--- config.mk ---
export PLATFORM = sky130hd
export DESIGN_NAME = dcr_regbank
export DESIGN_NICKNAME = d
export VERILOG_FILES = /design/src/verilog/dcr_regbank.v
export VERILOG_INCLUDE_DIRS = /design/src /design/src/shared
export SDC_FILE = /design/constraint.sdc
export NUM_CORES = 1
export LEC_CHECK = 0
export ABC_AREA = 1
export BUFFER_PORTS_ARGS = -buffer_cell sky130_fd_sc_hd__buf_2
export CAP_MARGIN = 20
export CORE_MARGIN = 1.5
export CORE_UTILIZATION = 35
export DETAILED_ROUTE_END_ITERATION = 7
export MAX_ROUTING_LAYER = met4
export SKIP_CTS_REPAIR_TIMING = 1
export SLEW_MARGIN = 5
export SYNTH_ARGS = -nofsm -noshare
export SYNTH_HDL_FRONTEND = slang
export SYNTH_SLANG_ARGS = --single-unit
--- constraint.sdc ---
create_clock -name SYS_CLK_IN -period 1.8 [get_ports SYS_CLK_IN]
set_input_delay 0 -clock SYS_CLK_IN [delete_from_list [all_inputs] [get_ports SYS_CLK_IN]]
set_output_delay 0 -clock SYS_CLK_IN [all_outputs]
set_load 0.01 [all_outputs]
--- src/shared/dcr_map.vh ---
// register offsets, field positions and reset values of the card register bank
`ifndef DCR_MAP_VH
`define DCR_MAP_VH

// ----------------------------------------------------------------
// address layout
// ----------------------------------------------------------------
`define DCR_ADDR_W 10
`define DCR_OFS_W 4
`define DCR_BASE_W 6
`define DCR_BASE_DEFAULT 6'h22

// ----------------------------------------------------------------
// register offsets
// ----------------------------------------------------------------
`define DCR_OFS_TMR0 4'h0
`define DCR_OFS_TMR1 4'h1
`define DCR_OFS_TMR2 4'h2
`define DCR_OFS_TMRCTL 4'h3
`define DCR_OFS_AO_A_LO 4'h4
`define DCR_OFS_AO_A_HI 4'h5
`define DCR_OFS_AO_B_LO 4'h6
`define DCR_OFS_AO_B_HI 4'h7
`define DCR_OFS_IRQCLR 4'h8
`define DCR_OFS_GAIN 4'h9
`define DCR_OFS_CHSEL 4'ha
`define DCR_OFS_MODE 4'hb
`define DCR_OFS_TRIG 4'hc
`define DCR_OFS_DO_LO 4'hd
`define DCR_OFS_DO_HI 4'he

// ----------------------------------------------------------------
// field positions and values
// ----------------------------------------------------------------
`define DCR_BUSY_BIT 4
`define DCR_NIB_MSB 3
`define DCR_MODE_MSB 2
`define DCR_MODE_IRQ 3'h6
`define DCR_GAIN_HALF 4'h8
`define DCR_ZERO8 8'h00
`define DCR_ZERO12 12'h000
`define DCR_ZERO4 4'h0
`define DCR_ZERO3 3'h0

`endif

--- src/verilog/dcr_regbank.v ---
// host register bank of the multifunction acquisition card
`timescale 1ns/1ps
`include "dcr_map.vh"

module dcr_regbank (
   input wire SYS_CLK_IN, // 20 MHz bus clock
   input wire RST_B_IN, // asynchronous reset, active low
   input wire [`DCR_ADDR_W-1:0] IO_ADDR_IN, // host I/O address
   input wire IO_RD_IN, // one-cycle read strobe
   input wire IO_WR_IN, // one-cycle write strobe
   input wire [7:0] IO_WDATA_IN, // write data
   input wire [`DCR_BASE_W-1:0] BASE_SEL_IN, // base switch, address bits 9..4
   output reg [7:0] IO_RDATA_OUT, // read data, registered
   output wire IO_SEL_OUT, // address hits this card
   output wire [1:0] TMR_SEL_OUT, // timer channel/control select
   output wire TMR_RD_OUT, // timer read strobe
   output wire TMR_WR_OUT, // timer write strobe
   output wire [7:0] TMR_WDATA_OUT, // timer write data
   input wire [7:0] TMR_RDATA_IN, // timer read data
   input wire CONV_DONE_IN, // one-cycle pulse: result stored
   input wire [11:0] CONV_RESULT_IN, // converter result
   input wire DIFF_MODE_IN, // differential input strap (pin)
   input wire [15:0] DIN_IN, // digital input pins
   input wire HIGH_GAIN_IN, // strap: high-gain variant (pin)
   output reg [11:0] AO_A_OUT, // first output latch
   output reg [11:0] AO_B_OUT, // second output latch
   output reg [3:0] GAIN_CODE_OUT, // gain code
   output reg [9:0] GAIN_FACTOR_X2_OUT, // decoded gain times two
   output reg GAIN_ONE_SIDED_OUT, // one_sided_range selected
   output reg [3:0] CHAN_SEL_OUT, // effective input channel
   output reg [2:0] MODE_OUT, // conversion mode code
   output reg [15:0] DOUT_OUT, // digital output latch
   output reg CONV_START_OUT, // one-cycle conversion start
   output wire IRQ_OUT // conversion interrupt request
);

   // ----------------------------------------------------------------
   // helper functions
   // ----------------------------------------------------------------
   // offset equality for one decoded access
   function hit;
      input [`DCR_OFS_W-1:0] ofs;
      input [`DCR_OFS_W-1:0] want;
      begin
         hit = (ofs == want);
      end
   endfunction

   // gain times two, so that the half step stays integral
   function [9:0] gain_x2;
      input [3:0] code;
      input hi;
      begin
         if (code == `DCR_GAIN_HALF) begin
            gain_x2 = 10'h001;
         end else if (hi) begin
            case (code[1:0])
               2'h0: gain_x2 = 10'h002;
               2'h1: gain_x2 = 10'h014;
               2'h2: gain_x2 = 10'h0c8;
               // twice 1000 does not fit ten bits, so the top factor saturates
               default: gain_x2 = 10'h3ff;
            endcase
         end else begin
            case (code[1:0])
               2'h0: gain_x2 = 10'h002;
               2'h1: gain_x2 = 10'h004;
               2'h2: gain_x2 = 10'h008;
               default: gain_x2 = 10'h010;
            endcase
         end
      end
   endfunction

   // ----------------------------------------------------------------
   // address decode
   // ----------------------------------------------------------------
   wire [`DCR_OFS_W-1:0] ofs = IO_ADDR_IN[`DCR_OFS_W-1:0];
   wire in_block = (IO_ADDR_IN[`DCR_ADDR_W-1:`DCR_OFS_W] == BASE_SEL_IN);
   wire wr = IO_WR_IN & in_block;
   wire rd = IO_RD_IN & in_block;
   assign IO_SEL_OUT = in_block;

   // timer writes pass straight through for offsets 0..3, reads only for 0..2
   wire tmr_hit = (ofs <= `DCR_OFS_TMRCTL);
   assign TMR_SEL_OUT = ofs[1:0];
   assign TMR_WR_OUT = wr & tmr_hit;
   assign TMR_RD_OUT = rd & tmr_hit & ~hit(ofs, `DCR_OFS_TMRCTL);
   assign TMR_WDATA_OUT = IO_WDATA_IN;

   // ----------------------------------------------------------------
   // pin synchronisers, three stages, accept when last two agree
   // ----------------------------------------------------------------
   reg [17:0] s1_q, s2_q, s3_q;
   reg [17:0] pin_q;
   wire [17:0] pin_raw = {HIGH_GAIN_IN, DIFF_MODE_IN, DIN_IN};
   always @(posedge SYS_CLK_IN or negedge RST_B_IN) begin
      if (!RST_B_IN) begin
         s1_q <= 18'h00000;
         s2_q <= 18'h00000;
         s3_q <= 18'h00000;
         pin_q <= 18'h00000;
      end else begin
         s1_q <= pin_raw;
         s2_q <= s1_q;
         s3_q <= s2_q;
         pin_q <= (s2_q & s3_q) | (pin_q & (s2_q ^ s3_q));
      end
   end
   wire [15:0] din_sync = pin_q[15:0];
   wire diff_sync = pin_q[16];
   wire hi_gain_sync = pin_q[17];

   // ----------------------------------------------------------------
   // write-side registers
   // ----------------------------------------------------------------
   reg [7:0] hold_a_q, hold_b_q;
   reg [3:0] chan_q;
   reg busy_q, done_q;
   always @(posedge SYS_CLK_IN or negedge RST_B_IN) begin
      if (!RST_B_IN) begin
         hold_a_q <= `DCR_ZERO8;
         hold_b_q <= `DCR_ZERO8;
         AO_A_OUT <= `DCR_ZERO12;
         AO_B_OUT <= `DCR_ZERO12;
         GAIN_CODE_OUT <= `DCR_ZERO4;
         chan_q <= `DCR_ZERO4;
         MODE_OUT <= `DCR_ZERO3;
         DOUT_OUT <= 16'h0000;
         CONV_START_OUT <= 1'b0;
      end else begin
         CONV_START_OUT <= wr & hit(ofs, `DCR_OFS_TRIG);
         if (wr) begin
            if (hit(ofs, `DCR_OFS_AO_A_LO)) begin
               hold_a_q <= IO_WDATA_IN;
            end else if (hit(ofs, `DCR_OFS_AO_A_HI)) begin
               // latch takes whatever low byte is held, fresh or stale
               AO_A_OUT <= {IO_WDATA_IN[`DCR_NIB_MSB:0], hold_a_q};
            end else if (hit(ofs, `DCR_OFS_AO_B_LO)) begin
               hold_b_q <= IO_WDATA_IN;
            end else if (hit(ofs, `DCR_OFS_AO_B_HI)) begin
               AO_B_OUT <= {IO_WDATA_IN[`DCR_NIB_MSB:0], hold_b_q};
            end else if (hit(ofs, `DCR_OFS_GAIN)) begin
               GAIN_CODE_OUT <= IO_WDATA_IN[`DCR_NIB_MSB:0];
            end else if (hit(ofs, `DCR_OFS_CHSEL)) begin
               chan_q <= IO_WDATA_IN[`DCR_NIB_MSB:0];
            end else if (hit(ofs, `DCR_OFS_MODE)) begin
               MODE_OUT <= IO_WDATA_IN[`DCR_MODE_MSB:0];
            end else if (hit(ofs, `DCR_OFS_DO_LO)) begin
               DOUT_OUT[7:0] <= IO_WDATA_IN;
            end else if (hit(ofs, `DCR_OFS_DO_HI)) begin
               DOUT_OUT[15:8] <= IO_WDATA_IN;
            end
         end
      end
   end

   // ----------------------------------------------------------------
   // gain and channel decode (settling wait is software's job)
   // ----------------------------------------------------------------
   always @(posedge SYS_CLK_IN or negedge RST_B_IN) begin
      if (!RST_B_IN) begin
         GAIN_FACTOR_X2_OUT <= 10'h002;
         GAIN_ONE_SIDED_OUT <= 1'b0;
         CHAN_SEL_OUT <= `DCR_ZERO4;
      end else begin
         GAIN_FACTOR_X2_OUT <= gain_x2(GAIN_CODE_OUT, hi_gain_sync);
         GAIN_ONE_SIDED_OUT <= GAIN_CODE_OUT[2];
         CHAN_SEL_OUT <= {chan_q[3] & ~diff_sync, chan_q[2:0]};
      end
   end

   // ----------------------------------------------------------------
   // pending flag and conversion-done bit
   // ----------------------------------------------------------------
   // a start arriving with a completion wins, so a new conversion reads busy
   wire irq_mode = (MODE_OUT == `DCR_MODE_IRQ);
   always @(posedge SYS_CLK_IN or negedge RST_B_IN) begin
      if (!RST_B_IN) begin
         busy_q <= 1'b0;
         done_q <= 1'b0;
      end else begin
         if (CONV_START_OUT) begin
            busy_q <= 1'b1;
         end else if (CONV_DONE_IN) begin
            busy_q <= 1'b0;
         end
         if (CONV_DONE_IN & irq_mode) begin
            done_q <= 1'b1;
         end else if (wr & hit(ofs, `DCR_OFS_IRQCLR)) begin
            done_q <= 1'b0;
         end
      end
   end
   assign IRQ_OUT = done_q;

   // ----------------------------------------------------------------
   // read mux, registered one cycle after the strobe
   // ----------------------------------------------------------------
   reg [7:0] rd_d;
   always @* begin
      rd_d = `DCR_ZERO8;
      if (tmr_hit & ~hit(ofs, `DCR_OFS_TMRCTL)) begin
         rd_d = TMR_RDATA_IN;
      end else if (hit(ofs, `DCR_OFS_AO_A_LO)) begin
         rd_d = CONV_RESULT_IN[7:0];
      end else if (hit(ofs, `DCR_OFS_AO_A_HI)) begin
         rd_d = {3'h0, busy_q, CONV_RESULT_IN[11:8]};
      end else if (hit(ofs, `DCR_OFS_AO_B_LO)) begin
         rd_d = din_sync[7:0];
      end else if (hit(ofs, `DCR_OFS_AO_B_HI)) begin
         rd_d = din_sync[15:8];
      end
   end
   always @(posedge SYS_CLK_IN or negedge RST_B_IN) begin
      if (!RST_B_IN) begin
         IO_RDATA_OUT <= `DCR_ZERO8;
      end else if (rd) begin
         IO_RDATA_OUT <= rd_d;
      end
   end

endmodule // dcr_regbank

==> summary.txt <==
Status
  – Status: finished, violations left
  – Failing checks: negative hold slack

Die
  – Initial core utilization: 0.3583
  – I/O pins: 152
  – Die Wd: between 100 and 150 um
  – Row count: 48
  – Die area: 0.01858 mm^2
  – Die Y: 136.3 um
  – Core area: roughly 0.017 mm^2

GRT
  – Vias in the first global route: 4282
  – First-pass GRT wire length: 22020 um
  – Total track usage: 0.1613
  – GR Overflow Total: 0
  – Largest net degree at the start of global routing: 56
  – Initial antenna violation count: 0

STA
  – Final Hold Fails: 2
  – Slew at the pin closest to its max-slew limit: ~0.68 ns
  – Min setup slack post-route: 0.2147 ns
  – RSZ-0062 raised after global routing: no
  – Achievable Freq: 630.8 MHz
  – Final Setup Violations: 0
  – Minimum clock period: 1.585 ns
  – Tcrit/Tclk final: 0.8807
  – Setup TNS: 0 ns
  – Hold WS: -0.02048 ns
  – Max-slew violations: 0
  – Relative slew slack: 0.5481
  – Clk_skew: 0.009165 ns

Detailed routing
  – Routed len/inst: 13.62 um
  – Via count: 4619
  – Final ANT Viol Nets: 0
  – Post-Route WL: 14180 um
  – First-pass detailed-route iteration total: 6
  – Initial DRC count: 200
  – DRC violations left: 0
  – Via/cell ratio: 4.437

Run
  – Max-cap viol count: 0

Yosys
  – Synth warnings: 0
  – Primary FF master, synth: dfrtp_1
  – Syn Nets: 689
  – Syn avg cell area: roughly 10 um^2
  – Largest cells by area after synthesis: dfrtp_1 (65%), nand2_1 (15%), ha_1 (3.6%), a21o_1 (2.2%), inv_1 (1.9%)
  – Mapped Area: 0.006218 mm^2
  – Ys async rst share: 1.000
  – Number of enable flip-flop cells after synthesis: 0
  – Register area share after synthesis: 0.6521
  – Distinct cells, synth: 27
  – Post-synth top area cell: dfrtp_1
  – Post-synthesis register bit count: 162
  – Cells after Synth: 604
  – Count leader, synth: nand2_1
  – Area share of the largest cell type after synthesis: 0.6479
  – Commonest cells in the netlist: nand2_1 (253), dfrtp_1 (161), inv_1 (31)

Pwr
  – Combinational fraction of design power: 0.071
  – P_int: 0.006487 W
  – Register share of total power: 0.466
  – Power Dens Cells: 1012 mW/mm^2
  – Worst ir drop on vdd: 620.7 uV
  – Switching power share of the total: 0.2248
  – Psw: 0.001881 W
  – Leakage: 4.630 nW
  – Clk pwr share: 0.463

Finish
  – ANT cells: 0
  – Fill cells: ~1.6k
  – Final instance area: 0.008267 mm^2
  – Final #Nets: 888
  – Share of post-route cells with drive strength above 1: 0.2623
  – Area of the multi-input gates: approximately 0.0018 mm^2
  – Register area: 0.004055 mm^2
  – Area Overhead vs Synth: 32.94%

Clocking
  – CTS Buf Count: 17
  – Clock latency on the worst-skew pair: 0.42 ns
  – CTS clk-pin slew, worst paths: 0.06 ns
  – # clock sinks: roughly 160
  – Root Driver: clkbuf_16
  – Largest buffer count on any clock path: 2
  – CTS HTree Levels: 4
  – TritonCTS clock tree: done

Worst setup path
  – CP endpoint kind: flop
  – WP data arrival: 1.90 ns
  – Setup CP Type: primary input to flop
  – Crit path max-delay cell type: dlygate4sd3_1
  – Cell mode on critical path: nand2_1
  – Crit-path max cell delay: 0.53 ns
  – Top delay family on crit path: simple AND/OR/NAND/NOR gates
  – Crit path buffers/inverters: 3
  – Crit-path cells: dlygate4sd3_1, buf_2, inv_1, nand2_1, nor2_2, nand2_1, nand2_1, nand2_1
  – CP max FO: 12
  – Worst EP required: 2.11 ns
  – Worst setup SP type: primary input

Placed design
  – Post-DP HPWL: 9592 um
  – # port buffers: roughly 150
  – Final Wtd Congestion: around 0.76
  – Placement Setup Slack: 0.1321 ns
  – DP Area: 0.007178 mm^2

Worst hold path
  – HP Class: primary input to flop
cell families (layout without fill, tap and decap cells):
logic type,count (synthesis),count (layout),synth area share
buffers and inverters,62,274,0.05070
DFF,162,162,0.6521
AOI/OAI and AO/OA,34,34,0.03582
adders and majority gates,18,18,0.03622
and+or+nand+nor,328,328,0.2252
state kept, by name, summed over array words and instances, names as in the netlist:
register,cells
pin_q,18
GAIN_ONE_SIDED_OUT,1
chan_q,4
MODE_OUT,3
busy_q,1
GAIN_CODE_OUT,4
DOUT_OUT,16
AO_B_OUT,12
CONV_START_OUT,1
s1_q,18
s3_q,18
s2_q,18
IRQ_OUT,1
AO_A_OUT,12
IO_RDATA_OUT,8
hold_a_q,8
hold_b_q,8
GAIN_FACTOR_X2_OUT,7
CHAN_SEL_OUT,4
worst paths after layout:
path / from / to / slack [ns] / cells past startpoint
min in group asynchronous: RST_B_IN / s3_q[1] / 0.09 / 2
max in group asynchronous: RST_B_IN / GAIN_FACTOR_X2_OUT[1] / 1.04 / 3
hold reg to reg: s1_q[9] / s2_q[9] / 0.35 / 0
hold / removal: CONV_RESULT_IN[6] / IO_RDATA_OUT[6] / -0.02 / 5
setup / recovery: IO_ADDR_IN[1] / AO_A_OUT[4] / 0.21 / 8
setup reg to reg: s2_q[14] / pin_q[14] / 0.84 / 2
worst min-delay path, stage by stage:
cell and delay, ns:
buf_2 0.08, nand2_1 0.05, nand3_1 0.09, a21oi_1 0.04, o21ai_1 0.10
placed cells by master (no fill, tap or decap), drive strengths merged, types with 4 or more instances in the layout:
cell         instances
o21ai                7
buf                160
dlygate4sd3         45
dfrtp              161
a21o                18
a21oi                6
inv                 36
nand4               18
clkbuf              21
nand2              257
ha                  18
bufinv               4
clkinv               5
nor2                27
nand3               22
power groups by stage:
| stage | clock, W | sequential [W] | combinational, W |
|---|---|---|---|
| 4_1_cts | 0.00397 | 0.00390 | 0.000535 |
| 6_report | 0.00387 | 0.00390 | 0.000597 |
| 3_5_place_dp | 0 | 0.00396 | 0.000535 |
| 3_3_place_gp | 0 | 0.00396 | 0.000524 |
| 5_1_grt | 0.00411 | 0.00392 | 0.000681 |
| 2_1_floorplan | 0 | 0.00397 | 0.000228 |
layout make-up:
type,instances,area share
multi-input cells,380,0.2236
repair buffers,205,0.1579
flip-flops and latches,162,0.4905
clock buffers,21,0.05570
inverters,37,0.01680
clock inverters,11,0.02149
well taps,225,0.03405
layer usage:
metal,vias up,routed length (um),GRT usage
li1,2299,-,-
met1,2155,6764,0.2242
met2,150,6402,0.2312
met3,15,834,0.03840
met4,0,182,0.05496
met5,-,0,-
metrics by stage:
stage                     power [W]  hold slack, ns    util  cells
after CTS                  0.008400         -0.4936  0.4503    996
final                      0.008368        -0.02048  0.4763   1041
after detailed placement   0.004498        -0.03877  0.4136    964
after floorplan            0.004195         -0.2956       -    604
after global routing       0.008711        0.008368  0.4763   1041
after global placement     0.004488        -0.04064  0.4136    964
Power figures use the tool's default switching activity.
